<file path="config.mk">
export PLATFORM = sky130hd
export DESIGN_NAME = pcs_clock_ctrl
export DESIGN_NICKNAME = d
export VERILOG_FILES = /design/src/include/pcs_pkg.sv /design/src/verilog/pcs_clock_ctrl.sv /design/src/verilog/pcs_lock_timer.sv
export VERILOG_INCLUDE_DIRS = /design/src /design/src/include
export SDC_FILE = /design/constraint.sdc
export NUM_CORES = 1
export LEC_CHECK = 0
export BUFFER_PORTS_ARGS = -buffer_cell sky130_fd_sc_hd__buf_2
export CAP_MARGIN = 20
export CORE_MARGIN = 5
export CORE_UTILIZATION = 50
export DETAILED_ROUTE_END_ITERATION = 12
export PLACE_DENSITY = 0.7
export REMOVE_ABC_BUFFERS = 1
export SYNTH_ARGS = -nofsm -noshare
export SYNTH_HDL_FRONTEND = slang
export SYNTH_SLANG_ARGS = --single-unit
</file>
<file path="constraint.sdc">
create_clock -name clk_sys -period 1.7 [get_ports clk_sys]
set_input_delay 0.085 -clock clk_sys [delete_from_list [all_inputs] [get_ports clk_sys]]
set_output_delay 0.085 -clock clk_sys [all_outputs]
set_load 0.005 [all_outputs]
</file>
<file path="src/include/pcs_cfg.svh">
// constants of the pll clock select control block
`ifndef PCS_CFG_SVH
`define PCS_CFG_SVH

// register addresses on the plain register port
`define PCS_AW        3
`define PCS_A_CTL     3'h0
`define PCS_A_LOCK    3'h1
`define PCS_A_MUL     3'h2
`define PCS_A_PCC     3'h3
`define PCS_A_CMD     3'h4
`define PCS_A_STAT    3'h5

// reset and special values
`define PCS_ZERO8     8'h00
`define PCS_CTL_RST   8'h01
`define PCS_CTL_WMASK 8'h03
`define PCS_LOCK_WAIT 8'h01
`define PCS_LOCK_DONE 8'h00
`define PCS_MUL_RST   8'h0A
`define PCS_MUL_X8    8'h0B
`define PCS_PCC_RST   8'h03
`define PCS_PCC_UNDIV 8'h80
`define PCS_PCC_WMASK 8'hEF

// field positions
`define PCS_CTL_ON    0
`define PCS_CTL_SEL   1
`define PCS_PCC_FRC   7
`define PCS_PCC_MCK   6
`define PCS_PCC_MFRC  5
`define PCS_PCC_CLS   4
`define PCS_PCC_SUB   3
`define PCS_PCC_DIVH  2
`define PCS_STAT_ERR  0

// timing: oscillation stabilisation time and the clock period
`define PCS_CLK_NS    (10)
`define PCS_LOCK_NS   100000
`define PCS_LOCK_CYC  ((`PCS_LOCK_NS + (`PCS_CLK_NS) - 1) / (`PCS_CLK_NS))
`define PCS_CNT_W     16
`define PCS_CNT_ONE   16'h0001
`define PCS_CNT_ZERO  16'h0000

`endif

</file>
<file path="src/include/pcs_pkg.sv">
// types shared by the pll clock select control block
package pcs_pkg;
	// protection unlock sequence state, gray along idle -> armed
	typedef enum logic [0:0] {
		PCS_PROT_IDLE  = 1'b0,
		PCS_PROT_ARMED = 1'b1
	} pcs_prot_e;
	typedef logic [7:0] pcs_byte_t;
endpackage

</file>
<file path="src/verilog/pcs_clock_ctrl.sv">
// pll clock select control with protected register writes
//
// Strobed register access and the register addresses were chosen for this implementation.
`timescale 1ns/10ps
`default_nettype none
`include "pcs_cfg.svh"
module pcs_clock_ctrl
	import pcs_pkg::*;
#(
	parameter int LOCK_CYC = `PCS_LOCK_CYC
) (
	input  wire logic             clk_sys,         // system clock
	input  wire logic             reset_n,         // async reset, low
	input  wire logic             clk_en,          // freezes all state
	input  wire logic [`PCS_AW-1:0] reg_addr,      // register address
	input  wire logic [7:0]       reg_wdata,       // write data
	input  wire logic             reg_wr,          // write strobe
	input  wire logic             reg_rd,          // read strobe
	output logic      [7:0]       reg_rdata,       // read data, next cycle
	output logic                  pll_run,         // pll oscillating
	output logic                  sys_clk_src_pll, // 1 pll, 0 oscillator
	output logic                  pll_mult8,       // 1 x8, 0 x4
	output logic      [2:0]       cpu_clk_div,     // divide by 2**n
	output logic                  cpu_on_subclk,   // cpu on subclock
	output logic                  main_osc_stop,   // main oscillator off
	output logic                  main_fb_disable, // main feedback off
	output logic                  subclock_feedback_disable // sub fb off
);
	pcs_prot_e prot_st_ff;
	pcs_byte_t cmd_val_ff;
	pcs_byte_t pll_control_ff;
	pcs_byte_t pll_multiplier_control_ff;
	pcs_byte_t processor_clock_control_ff;
	pcs_byte_t reg_rdata_ff;
	pcs_byte_t nxt_rdata;
	logic      clock_status_bit_ff;
	logic      prot_err_ff;
	logic      pll_run_ff;
	logic      src_pll_ff;
	logic      mult8_ff;
	logic [2:0] cpu_div_ff;
	logic      sub_ff;
	logic      osc_stop_ff;
	logic      mfb_dis_ff;
	logic      sfb_dis_ff;
	logic      locked;
	logic      wr_ctl;
	logic      wr_mul;
	logic      wr_pcc;
	logic      wr_cmd;
	logic      wr_stat;
	logic      unlock_ok;
	logic      mul_we;
	logic      pcc_we;
	logic      prot_bad;

	// address decode shared by the write strobes and the checks; the read path uses its own case
	function automatic logic hit(
		input logic [`PCS_AW-1:0] a,
		input logic [`PCS_AW-1:0] r
	);
		return a == r;
	endfunction

	// write strobes per register
	assign wr_ctl  = reg_wr && hit(reg_addr, `PCS_A_CTL);
	assign wr_mul  = reg_wr && hit(reg_addr, `PCS_A_MUL);
	assign wr_pcc  = reg_wr && hit(reg_addr, `PCS_A_PCC);
	assign wr_cmd  = reg_wr && hit(reg_addr, `PCS_A_CMD);
	assign wr_stat = reg_wr && hit(reg_addr, `PCS_A_STAT);

	// a protected store must be the very next write, with the same byte
	assign unlock_ok = (prot_st_ff == PCS_PROT_ARMED)
		&& (reg_wdata == cmd_val_ff);
	assign mul_we    = wr_mul && unlock_ok;
	assign pcc_we    = wr_pcc && unlock_ok;
	assign prot_bad  = (wr_mul || wr_pcc) && !unlock_ok;

	// protection sequencer: armed by the command store, spent by any other write
	always_ff @(posedge clk_sys or negedge reset_n) begin
		if (!reset_n) begin
			prot_st_ff <= PCS_PROT_IDLE;
			cmd_val_ff <= `PCS_ZERO8;
		end else if (clk_en) begin
			if (wr_cmd) begin
				prot_st_ff <= PCS_PROT_ARMED;
				cmd_val_ff <= reg_wdata;
			end else if (reg_wr) begin
				prot_st_ff <= PCS_PROT_IDLE;
			end
		end
	end

	// pll control: run and select bits, reserved bits held at zero
	always_ff @(posedge clk_sys or negedge reset_n) begin
		if (!reset_n) begin
			pll_control_ff <= `PCS_CTL_RST;
		end else if (clk_en && wr_ctl) begin
			pll_control_ff <= reg_wdata & `PCS_CTL_WMASK;
		end
	end

	// multiplier control, protected
	always_ff @(posedge clk_sys or negedge reset_n) begin
		if (!reset_n) begin
			pll_multiplier_control_ff <= `PCS_MUL_RST;
		end else if (clk_en && mul_we) begin
			pll_multiplier_control_ff <= reg_wdata;
		end
	end

	// processor clock control, protected; status bit never stored
	always_ff @(posedge clk_sys or negedge reset_n) begin
		if (!reset_n) begin
			processor_clock_control_ff <= `PCS_PCC_RST;
		end else if (clk_en && pcc_we) begin
			processor_clock_control_ff <=
				reg_wdata & `PCS_PCC_WMASK;
		end
	end

	// clock status follows the cpu source once the switch has happened
	always_ff @(posedge clk_sys or negedge reset_n) begin
		if (!reset_n) begin
			clock_status_bit_ff <= 1'b0;
		end else if (clk_en) begin
			clock_status_bit_ff <=
				processor_clock_control_ff[`PCS_PCC_SUB];
		end
	end

	// sticky flag for a protected store that broke the sequence
	always_ff @(posedge clk_sys or negedge reset_n) begin
		if (!reset_n) begin
			prot_err_ff <= 1'b0;
		end else if (clk_en) begin
			if (prot_bad) begin
				prot_err_ff <= 1'b1;                   // set wins over clear
			end else if (wr_stat && reg_wdata[`PCS_STAT_ERR]) begin
				prot_err_ff <= 1'b0;
			end
		end
	end

	// lock timer restarts whenever the pll is switched off
	pcs_lock_timer #(
		.LOCK_CYC (LOCK_CYC)
	) u_lock (
		.clk_sys (clk_sys),
		.reset_n (reset_n),
		.clk_en  (clk_en),
		.pll_on  (pll_control_ff[`PCS_CTL_ON]),
		.locked  (locked)
	);

	// pll and clock tree controls, registered
	always_ff @(posedge clk_sys or negedge reset_n) begin
		if (!reset_n) begin
			pll_run_ff <= 1'b1;
			src_pll_ff <= 1'b0;
			mult8_ff   <= 1'b0;
		end else if (clk_en) begin
			pll_run_ff <= pll_control_ff[`PCS_CTL_ON];
			src_pll_ff <= pll_control_ff[`PCS_CTL_SEL];
			mult8_ff   <= (pll_multiplier_control_ff
				== `PCS_MUL_X8);
		end
	end

	// cpu divider and oscillator controls, registered
	always_ff @(posedge clk_sys or negedge reset_n) begin
		if (!reset_n) begin
			cpu_div_ff  <= 3'(`PCS_PCC_RST);
			sub_ff      <= 1'b0;
			osc_stop_ff <= 1'b0;
			mfb_dis_ff  <= 1'b0;
			sfb_dis_ff  <= 1'b0;
		end else if (clk_en) begin
			cpu_div_ff  <=
				processor_clock_control_ff[`PCS_PCC_DIVH:0];
			sub_ff      <= processor_clock_control_ff[`PCS_PCC_SUB];
			osc_stop_ff <= processor_clock_control_ff[`PCS_PCC_MCK];
			mfb_dis_ff  <= processor_clock_control_ff[`PCS_PCC_MFRC];
			sfb_dis_ff  <= processor_clock_control_ff[`PCS_PCC_FRC];
		end
	end

	// read mux; unmapped and command addresses read as zero
	always_comb begin
		nxt_rdata = `PCS_ZERO8;
		case (reg_addr)
			`PCS_A_CTL: begin
				nxt_rdata = pll_control_ff;
			end
			`PCS_A_LOCK: begin
				nxt_rdata = locked ? `PCS_LOCK_DONE : `PCS_LOCK_WAIT;
			end
			`PCS_A_MUL: begin
				nxt_rdata = pll_multiplier_control_ff;
			end
			`PCS_A_PCC: begin
				nxt_rdata = processor_clock_control_ff;
				nxt_rdata[`PCS_PCC_CLS] = clock_status_bit_ff;
			end
			`PCS_A_STAT: begin
				nxt_rdata[`PCS_STAT_ERR] = prot_err_ff;
			end
			default: begin
				nxt_rdata = `PCS_ZERO8;
			end
		endcase
	end

	// read data stands only in the cycle after the strobe
	always_ff @(posedge clk_sys or negedge reset_n) begin
		if (!reset_n) begin
			reg_rdata_ff <= `PCS_ZERO8;
		end else if (clk_en) begin
			reg_rdata_ff <= reg_rd ? nxt_rdata : `PCS_ZERO8;
		end
	end

	assign reg_rdata                 = reg_rdata_ff;
	assign pll_run                   = pll_run_ff;
	assign sys_clk_src_pll           = src_pll_ff;
	assign pll_mult8                 = mult8_ff;
	assign cpu_clk_div               = cpu_div_ff;
	assign cpu_on_subclk             = sub_ff;
	assign main_osc_stop             = osc_stop_ff;
	assign main_fb_disable           = mfb_dis_ff;
	assign subclock_feedback_disable = sfb_dis_ff;
endmodule // pcs_clock_ctrl
`default_nettype wire

</file>
<file path="src/verilog/pcs_lock_timer.sv">
// pll stabilisation timer feeding the lock flag
`timescale 1ns/10ps
`default_nettype none
`include "pcs_cfg.svh"
module pcs_lock_timer #(
	parameter int LOCK_CYC = `PCS_LOCK_CYC
) (
	input  wire logic clk_sys,  // system clock
	input  wire logic reset_n,  // async reset, active low
	input  wire logic clk_en,   // freezes state while low
	input  wire logic pll_on,   // pll running
	output logic      locked    // stabilisation time elapsed
);
	localparam logic [`PCS_CNT_W-1:0] LAST = `PCS_CNT_W'(LOCK_CYC - 1);

	logic [`PCS_CNT_W-1:0] cnt_ff;
	logic                  locked_ff;

	// count while the pll runs until lock, then hold; restart whenever it is stopped
	always_ff @(posedge clk_sys or negedge reset_n) begin
		if (!reset_n) begin
			cnt_ff    <= `PCS_CNT_ZERO;
			locked_ff <= 1'b0;
		end else if (clk_en) begin
			if (!pll_on) begin
				cnt_ff    <= `PCS_CNT_ZERO;
				locked_ff <= 1'b0;
			end else if (!locked_ff) begin
				cnt_ff    <= cnt_ff + `PCS_CNT_ONE;
				locked_ff <= (cnt_ff == LAST);
			end
		end
	end

	assign locked = locked_ff;
endmodule // pcs_lock_timer
`default_nettype wire

</file>
==> results of run 1 <==
## metrics by stage
stage                      TNS [ns]  area, µm²  setup slack (ns)
after floorplan             -0.7950       2887           -0.1252
after CTS                         0       3546          0.007800
final                     -0.005018       3666         -0.005018
after detailed placement   -0.09388       3317          -0.02964
after global routing         -1.123       3666           -0.1409
after global placement            0       3317           0.02306
## cells in the final DEF, fill, tap and decap left out, types with 10 or more instances in the layout
cell       n
o21ai_0   12
buf_2     33
buf_4     21
mux2_2    21
mux2_4    13
xnor2_1   10
dfrtp_1   54
clkbuf_8  10
inv_1     18
nand2_1   11
## critical path, cell delays in order, from the launching register on
cell and delay, ns:
dfrtp_1 0.39, xnor2_1 0.15, nand4_1 0.22, nor4b_2 0.30
buf_4 0.22, mux2_4 0.32
## layout make-up
cell class	count	area, µm²	area share
tap	72	90.09	0.02457
timing repair buffer	59	394.1	0.1075
clock buffer	11	141.4	0.03857
multi-input combinational	164	1364	0.3720
inverter	18	67.56	0.01843
sequential	62	1562	0.4259
clock inverter	4	47.55	0.01297
## what timing repair did
item / in CTS / in global routing
cloned: 0 / 0
resized for setup: 3 / 24
setup endpoints to repair: 6 / 22
pin swaps: 2 / 10
buffers inserted: 0 / 4
hold buffers: 2 / 0
hold endpoints to repair: 55 / 0
## cells by family after synthesis
| group | Yosys count | share of synthesized area |
|---|---|---|
| adder cells (fa/ha/maj) | 1 | 0.004282 |
| XOR/XNOR | 13 | 0.03897 |
| multiplexers | 43 | 0.1662 |
| AO/OA/AOI/OAI | 37 | 0.07366 |
| AND/OR/NAND/NOR | 70 | 0.1473 |
| flip-flops | 62 | 0.5345 |
| buffers and inverters | 25 | 0.03511 |
## worst min-delay path by stage
stage	slack, ns	cells past startpoint	endpoint	start
floorplan	-0.21	0	cmd_val_ff[0]	reset_n
global placement	0.12	2	u_lock.cnt_ff[15]	reset_n
detailed placement	0.12	2	u_lock.cnt_ff[14]	reset_n
CTS	0.02	2	cmd_val_ff[4]	reg_wdata[4]
global route	0.03	2	pll_multiplier_control_ff[4]	reg_wdata[4]
finish	0.03	2	pll_multiplier_control_ff[4]	reg_wdata[4]
## registers in the layout (all words and copies together), names as in the netlist
| name | cells |
|---|---|
| cmd_val_ff | 8 |
| cpu_clk_div | 3 |
| cpu_on_subclk | 1 |
| main_fb_disable | 1 |
| main_osc_stop | 1 |
| pll_control_ff | 2 |
| pll_mult8 | 1 |
| pll_multiplier_control_ff | 8 |
| pll_run | 1 |
| processor_clock_control_ff | 7 |
| prot_err_ff | 1 |
| prot_st_ff | 1 |
| reg_rdata | 8 |
| subclock_feedback_disable | 1 |
| sys_clk_src_pll | 1 |
| u_lock.cnt_ff | 16 |
| u_lock.locked | 1 |
## report_power, final
part           internal, µW  leakage, µW  switching (µW)
registers              1580     0.000814            62.3
logic                   197     0.000749             210
clock network           704    0.0000952             555
total                  2480      0.00166             828
## routing by layer
layer / up-vias / share of wire / routed length (µm)
met5: - / 0 / 0
met4: 0 / 0.026 / 167
met3: 16 / 0.029 / 188
met2: 41 / 0.50 / 3210
met1: 1069 / 0.44 / 2854
li1: 1031 / - / -
==> metrics.csv, run 1 <==
metric;value;unit
outcome;finished with violations;
violated checks;negative setup slack;
starting DRC count in detailed routing;86;
number of synthesized flops with an enable pin;0;
final core occ;0.6537;
post-synthesis sequential area ratio;0.5345;
pwr/cell area;901.6;mW/mm²
final wirelength;6421;µm
fin cells;390;
GRT busiest layer;met2;
crit path capture type;flop;
ANT cells;0;
Total Routing Usage GR;0.1840;
CTS Buffer Depth;2;
layout cells sized above 1;0.4277;
leakage power;0.001658;µW
Netlist cell types;44;
Final nets;331;
met1 usage;0.2345;
crit-path max FO;7;
Yosys reg bits;62;
crit path to;processor_clock_control_ff[5];
global route overflow;0;
clock skew;0.008601;ns
Die Area;0.007472;mm²
Area contributors post-synth;dfrtp_1 46%, mux2_2 13%, dfstp_2 7.2%;
Post-Syn Area;0.002922;mm²
most numerous cell in the Yosys netlist;dfrtp_1;
Layout fillers;457;
top cell type by total area after synthesis;dfrtp_1;
post-DP HPWL;4498;µm
async set-reset flop share out of synthesis;1.000;
DRC;0;
VDD IR-drop max;0.0006501;V
IO Pins;34;
Worst Path Required;1.92;ns
Tcrit/Tclk final;1.003;
Initial Util;0.5210;
M2 GR Usage;0.2942;
Yosys warning count;0;
hold crit path type;input pin to flop;
Worst R2R Start;cmd_val_ff[4];
launch point of the worst path;cmd_val_ff[4];
die height;86.44;µm
Buffers on Ports;33;
Worst slew margin;0.5893;
global-route wire length before repair;10650;µm
CTS tree;built;
Arr. time, crit path;1.93;ns
unrepaired setup endpoints after global routing;yes;
WS Path Type;flop to flop;
Post-synth top cells;54 x dfrtp_1, 34 x mux2_2, 18 x inv_1;
hold slack;0.03011;ns
clk slew on worst S/H paths;0.07;ns
Clock Sinks;62;
ys flop type;dfrtp_1;
worst-case reg-to-reg path depth;5;
setup violators final;1;
largest net degree at the start of global routing;63;
Synth Instances;251;
Layout area overhead;25.48;%
R2R Setup Slk;-0.005;ns
Worst setup SP type;flop;
clock root buffer;clkbuf_8;
core area;0.005608;mm²
area share of the largest cell type after synthesis;0.4625;
R2R Path End;processor_clock_control_ff[5];
RD Place Congestion;0.8710;
1st-pass router iterations;4;
Period minus WS final;1.705;ns
final hold violation count;0;
Rows;27;
chip width;86.44;µm
Mean Syn Cell Area;11.64;µm²
number of global-route vias before repair;2253;
Setup WS post-layout;-0.005018;ns
fmax;586.5;MHz
vias;2157;
total CTS buffers;9;
met3 Use GR;0.03517;
placed insts;369;
antenna-violating nets left;0;
drt wl/cell;16.46;µm
Power Total;3305;µW
worst slew pin tran;0.6133;ns
max_cap viols;0;
Final Max Slew Viols;0;
vias per cell;5.531;
antenna violations before repair;0;
H-tree depth;3;
worst skew pair latency;0.33;ns
No activity file was read; power rests on OpenSTA's default activity.
==> run 2, diff against run 1 <==
--- a/config.mk
+++ b/config.mk
@@ -8,6 +8,7 @@
 export LEC_CHECK = 0
 export BUFFER_PORTS_ARGS = -buffer_cell sky130_fd_sc_hd__buf_2
 export CAP_MARGIN = 20
+export CORE_ASPECT_RATIO = 1.25
 export CORE_MARGIN = 5
 export CORE_UTILIZATION = 50
 export DETAILED_ROUTE_END_ITERATION = 12
==> constraint.sdc (replaced) <==
create_clock -name clk_sys -period 1.4 [get_ports clk_sys]
set_input_delay 0.07 -clock clk_sys [delete_from_list [all_inputs] [get_ports clk_sys]]
set_output_delay 0.07 -clock clk_sys [all_outputs]
set_load 0.005 [all_outputs]
==> run 2 against run 1 <==
Effect of this change: the flow still finishes with violations (negative setup slack); clock-buffer cell count fell by 1; sequential power rose by 21%; non-clock buffer count rose by 36; clock skew fell by 0.0026 ns; critical path type unchanged; critical endpoint is now pll_multiplier_control_ff[6]; largest cell class unchanged.
==> metrics.csv, run 2 (synthesis results as in run 1) <==
metric;value;unit;change
outcome;finished with violations;;unchanged
violated checks;negative setup slack;;unchanged
Arr. time, crit path;1.95;ns;was 1.93 ns
hold slack;0.09021;ns;was 0.03011 ns
hold crit path type;input pin to flop;;unchanged
DRC;0;;unchanged
ANT cells;0;;unchanged
worst-case reg-to-reg path depth;6;;was 5
crit path capture type;flop;;unchanged
unrepaired setup endpoints after global routing;yes;;unchanged
clock root buffer;clkbuf_8;;unchanged
fmax;577.3;MHz;was 586.5 MHz
final non-filler cell area;0.004212;mm²;was 0.003666 mm²
Worst Path Required;1.62;ns;was 1.92 ns
Largest register FFs;16;;unchanged
worst skew pair latency;0.34;ns;was 0.33 ns
CTS Buffer Depth;2;;unchanged
pwr/cell area;1121;mW/mm²;was 901.6 mW/mm²
final wirelength;7247;µm;was 6421 µm
Placed Area;0.003550;mm²;was 0.003317 mm²
leading cell type in the layout, fill and taps excluded;dfrtp_1;;unchanged
Rows;31;;was 27
Layout fillers;383;;was 457
CTS tree;built;;unchanged
clock skew;0.006013;ns;was 0.008601 ns
Hold Path Depth;3;;was 2
antenna violations before repair;0;;unchanged
fin cells;421;;was 390
most frequent cells in the layout;53 x dfrtp_1, 50 x buf_4, 33 x buf_2, 19 x mux2_2, 17 x inv_1;;was 54 x dfrtp_1, 33 x buf_2, 21 x mux2_2, 21 x buf_4, 18 x inv_1
Clock Sinks;62;;unchanged
Total Routing Usage GR;0.2117;;was 0.1840
layout cells sized above 1;0.5493;;was 0.4277
total CTS buffers;9;;unchanged
Die Area;0.007482;mm²;was 0.007472 mm²
core area;0.005741;mm²;was 0.005608 mm²
Worst R2R Start;cmd_val_ff[3];;was cmd_val_ff[4]
crit-path max FO;8;;was 7
starting DRC count in detailed routing;79;;was 86
post-DP HPWL;4641;µm;was 4498 µm
Buffers on Ports;33;;unchanged
placed insts;395;;was 369
max_cap viols;0;;unchanged
antenna-violating nets left;0;;unchanged
R2R Path End;pll_multiplier_control_ff[6];;was processor_clock_control_ff[5]
Final nets;367;;was 331
Worst slew margin;0.6763;;was 0.5893
Layout area overhead;44.15;%;was 25.48%
RD Place Congestion;0.8661;;was 0.8710
Multi-input gate area;0.001535;mm²;was 0.001364 mm²
setup violators final;25;;was 1
sink of the worst hold path;pll_multiplier_control_ff[4];;unchanged
Setup WS post-layout;-0.3323;ns;was -0.005018 ns
Power Total;4722;µW;was 3305 µW
largest register by flop count;u_lock.cnt_ff;;unchanged
Final Max Slew Viols;0;;unchanged
leakage power;0.001910;µW;was 0.001658 µW
chip width;78.37;µm;was 86.44 µm
number of global-route vias before repair;2491;;was 2253
IO Pins;34;;unchanged
largest net degree at the start of global routing;35;;was 63
VDD IR-drop max;0.0009073;V;was 0.0006501 V
global route overflow;0;;unchanged
1st-pass router iterations;4;;unchanged
WS Path Type;flop to flop;;unchanged
Period minus WS final;1.732;ns;was 1.705 ns
Reg area;0.001563;mm²;was 0.001562 mm²
Worst setup SP type;flop;;unchanged
H-tree depth;3;;unchanged
final hold violation count;0;;unchanged
global-route wire length before repair;11980;µm;was 10650 µm
hold_sp;reg_wdata[4];;unchanged
worst slew pin tran;0.4856;ns;was 0.6133 ns
R2R Setup Slk;-0.33;ns;was -0.005 ns
die height;95.47;µm;was 86.44 µm
clk slew on worst S/H paths;0.07;ns;about the same
drt wl/cell;17.21;µm;was 16.46 µm
Setup WS pre-CTS;-0.3304;ns;was -0.02964 ns
Tcrit/Tclk final;1.237;;was 1.003
Initial Util;0.5089;;was 0.5210
vias;2327;;was 2157
vias per cell;5.527;;was 5.531
==> run 2: changes by cell type in the layout (fill, tap and decap cells not counted), sizes merged <==
cell    before  now
clkinv       2    1
buf         57   93
clkbuf      11   10
bufinv       1    4
==> run 2: metrics by stage <==
| step | util | TNS [ns] |
|---|---|---|
| finish | 0.7337 | -5.669 |
| global route | 0.7337 | -7.447 |
| CTS | 0.7121 | -4.518 |
| detailed placement | 0.6184 | -8.174 |
| global placement | 0.6184 | -6.916 |
| floorplan | - | -6.406 |
==> run 2: critical path, stage by stage (launching register included) <==
cell and delay, ns:
dfrtp_1 0.42, xnor2_2 0.15, nand4_1 0.18, buf_4 0.20, nor4_4 0.14, buf_6 0.20, mux2_4 0.32
==> run 2: repair_timing <==
action                     in CTS  in global routing
cloned                          0                  0
buffers inserted               10                  2
gates resized for setup        44                 30
pin swaps                      33                 13
hold buffers                    2                  0
hold endpoints to repair       15                  0
setup endpoints to repair      30                 29
==> run 2: area by class of cell <==
cell class                 count  area share
clock buffer                  10     0.03268
clock inverter                 6     0.03149
inverter                      18     0.01664
multi-input combinational    164      0.3645
sequential                    62      0.3711
tap                           66     0.01961
timing repair buffer          95      0.1640
==> run 2: how the worst max path moves through the flow <==
stage,startpoint,endpoint,slack (ns)
after floorplan,cmd_val_ff[2],processor_clock_control_ff[2],-0.43
after global placement,cmd_val_ff[2],processor_clock_control_ff[6],-0.27
after detailed placement,cmd_val_ff[3],processor_clock_control_ff[3],-0.33
after CTS,cmd_val_ff[6],processor_clock_control_ff[2],-0.25
after global routing,cmd_val_ff[3],pll_multiplier_control_ff[6],-0.40
final,cmd_val_ff[3],pll_multiplier_control_ff[6],-0.33
==> run 2: power breakdown <==
| part | switching [µW] | total [µW] | internal (µW) | leakage (µW) |
|---|---|---|---|---|
| clock | 718 | 2130 | 1410 | 0.000132 |
| sequential | 76.4 | 1990 | 1910 | 0.000813 |
| combinational | 289 | 607 | 318 | 0.000965 |
==> run 2: layer usage <==
layer  vias to the layer above  global-route usage  wire (µm)
met1                      1163              0.2368       2906
li1                       1108                   -          -
met3                        15             0.04915        225
met4                         0              0.1050        171
met2                        41              0.3786       3944
met5                         -                   0          0
==> run 3, diff against run 2 <==
--- a/config.mk
+++ b/config.mk
@@ -8,7 +8,6 @@
 export LEC_CHECK = 0
 export BUFFER_PORTS_ARGS = -buffer_cell sky130_fd_sc_hd__buf_2
 export CAP_MARGIN = 20
-export CORE_ASPECT_RATIO = 1.25
 export CORE_MARGIN = 5
 export CORE_UTILIZATION = 50
 export DETAILED_ROUTE_END_ITERATION = 12
==> run 3 against run 2 <==
Effect of this change: the flow still finishes with violations (negative setup slack); largest power group is now sequential cells; first-iteration DRC count is 54% higher; wire length is 10% higher; critical endpoint is now pll_multiplier_control_ff[5]; combinational power is 12% higher; critical path depth stayed put.
==> metrics.csv, run 3 (synthesis results as in run 1) <==
metric;value;unit;change
Largest register FFs;16;;unchanged
DRC;0;;unchanged
die height;86.44;µm;was 95.47 µm
Worst setup SP type;flop;;unchanged
crit path capture type;flop;;unchanged
vias per cell;5.502;;was 5.527
antenna-violating nets left;0;;unchanged
max_cap viols;0;;unchanged
fin cells;436;;was 421
Sum Neg Setup Slack;-6.216;ns;was -5.669 ns
global route overflow;0;;unchanged
1st-pass router iterations;4;;unchanged
Period minus WS final;1.708;ns;was 1.732 ns
Arr. time, crit path;1.94;ns;was 1.95 ns
Worst Path Required;1.63;ns;was 1.62 ns
final non-filler cell area;0.004272;mm²;was 0.004212 mm²
Total Routing Usage GR;0.2171;;was 0.2117
fmax;585.5;MHz;was 577.3 MHz
starting DRC count in detailed routing;122;;was 79
Initial Util;0.5210;;was 0.5089
vias;2399;;was 2327
unrepaired setup endpoints after global routing;yes;;unchanged
Setup WS post-layout;-0.3081;ns;was -0.3323 ns
Final nets;376;;was 367
setup violators final;28;;was 25
worst skew pair latency;0.35;ns;was 0.34 ns
Rows;27;;was 31
final wirelength;7995;µm;was 7247 µm
post-DP HPWL;4906;µm;was 4641 µm
global-route wire length before repair;12540;µm;was 11980 µm
antenna violations before repair;0;;unchanged
total CTS buffers;9;;unchanged
outcome;finished with violations;;unchanged
leakage power;0.001936;µW;was 0.001910 µW
CTS Buffer Depth;2;;unchanged
Final Max Slew Viols;0;;unchanged
Layout fillers;371;;was 383
IO Pins;34;;unchanged
Worst slew margin;0.7100;;was 0.6763
ordered cell list for the critical path;xnor2_1 -> nand4_1 -> buf_4 -> nor4_4 -> buf_6 -> mux2_4;;was xnor2_2 -> nand4_1 -> buf_4 -> nor4_4 -> buf_6 -> mux2_4
chip width;86.44;µm;was 78.37 µm
largest net degree at the start of global routing;63;;was 35
WS Path Type;flop to flop;;unchanged
leading cell type in the layout, fill and taps excluded;dfrtp_1;;unchanged
placed insts;403;;was 395
drt wl/cell;18.34;µm;was 17.21 µm
violated checks;negative setup slack;;unchanged
Clock Sinks;62;;unchanged
RD Place Congestion;0.7992;;was 0.8661
worst-case reg-to-reg path depth;6;;unchanged
Placed Area;0.003572;mm²;was 0.003550 mm²
clock skew;0.01322;ns;was 0.006013 ns
hold crit path type;input pin to flop;;unchanged
clock root buffer;clkbuf_8;;unchanged
largest register by flop count;u_lock.cnt_ff;;unchanged
VDD IR-drop max;0.0009793;V;was 0.0009073 V
core area;0.005608;mm²;was 0.005741 mm²
number of global-route vias before repair;2641;;was 2491
clk slew on worst S/H paths;0.07;ns;about the same
slowest stage cell, crit path;dfrtp_1;;unchanged
layout cells sized above 1;0.5632;;was 0.5493
worst slew pin tran;0.4341;ns;was 0.4856 ns
Layout area overhead;46.21;%;was 44.15%
Die Area;0.007472;mm²;was 0.007482 mm²
final core occ;0.7617;;was 0.7337
hold slack;0.05173;ns;was 0.09021 ns
final hold violation count;0;;unchanged
Hold Path Depth;2;;was 3
CTS tree;built;;unchanged
Buffers on Ports;33;;unchanged
Tcrit/Tclk final;1.220;;was 1.237
H-tree depth;3;;unchanged
ANT cells;0;;unchanged
crit-path max FO;8;;unchanged
pwr/cell area;1013;mW/mm²;was 1121 mW/mm²
CP peak stage delay;0.39;ns;was 0.42 ns
most frequent cells in the layout;54 x dfrtp_1, 49 x buf_4, 33 x buf_2, 21 x mux2_2, 18 x buf_6;;was 53 x dfrtp_1, 50 x buf_4, 33 x buf_2, 19 x mux2_2, 17 x inv_1
[run 3: changes by cell type in the layout (fill, tap and decap cells not counted), sizes merged]
cell,delta
clkbuf,+2
buf,+9
inv,+1
clkinvlp,+1
bufinv,-3
clkinv,-1
[run 3: routing by layer]
| metal | vias up | wire length, µm | global-route usage |
|---|---|---|---|
| li1 | 1127 | - | - |
| met1 | 1201 | 3402 | 0.2583 |
| met2 | 51 | 4087 | 0.3665 |
| met3 | 20 | 283 | 0.05228 |
| met4 | 0 | 221 | 0.1076 |
| met5 | - | 0 | 0 |
[run 3: power breakdown]
group	internal, µW	switching (µW)
sequential	1910	81.0
combinational	357	320
clock	926	731
[run 3: final timing paths]
path	start	end	slack, ns
worst max-delay path	cmd_val_ff[2]	pll_multiplier_control_ff[5]	-0.31
worst min-delay path	reg_wdata[3]	processor_clock_control_ff[3]	0.05
worst max register to register	cmd_val_ff[2]	pll_multiplier_control_ff[5]	-0.31
worst min register to register	cpu_clk_div[2]	cpu_clk_div[2]	0.51
max in group asynchronous	reset_n	cpu_clk_div[0]	0.79
min in group asynchronous	reset_n	u_lock.cnt_ff[15]	0.26
[run 3: worst max-delay path: cells and delay by family, from the launching register on]
family / cells / cell delay (ns)
multiplexers: 1 / 0.31
AND/OR/NAND/NOR: 2 / 0.33
flip-flops: 1 / 0.39
XOR/XNOR: 1 / 0.17
buffers and inverters: 2 / 0.39
[run 3: layout make-up]
class                   instances  area (µm²)  share of cell area
repair buffers                104       795.8              0.1863
clock buffers                  12       155.1             0.03632
flip-flops and latches         62        1562              0.3656
clock inverters                 4       53.80             0.01260
inverters                      18       70.07             0.01640
well taps                      72       90.09             0.02109
multi-input cells             164        1545              0.3617
[run 3: per-stage QoR]
step                      setup WS, ns  total power (µW)
final                          -0.3081              4328
after global routing           -0.4144              4542
after CTS                      -0.3045              4261
after detailed placement       -0.4155              2559
after global placement         -0.3081              2529
after floorplan                -0.4252              2269
[run 3: repair_timing]
item	CTS	global route
setup endpoints to repair	30	33
resized for setup	39	45
buffers inserted	12	8
pin swaps	34	26
endpoints found under the hold margin	57	0
hold buffers	2	0
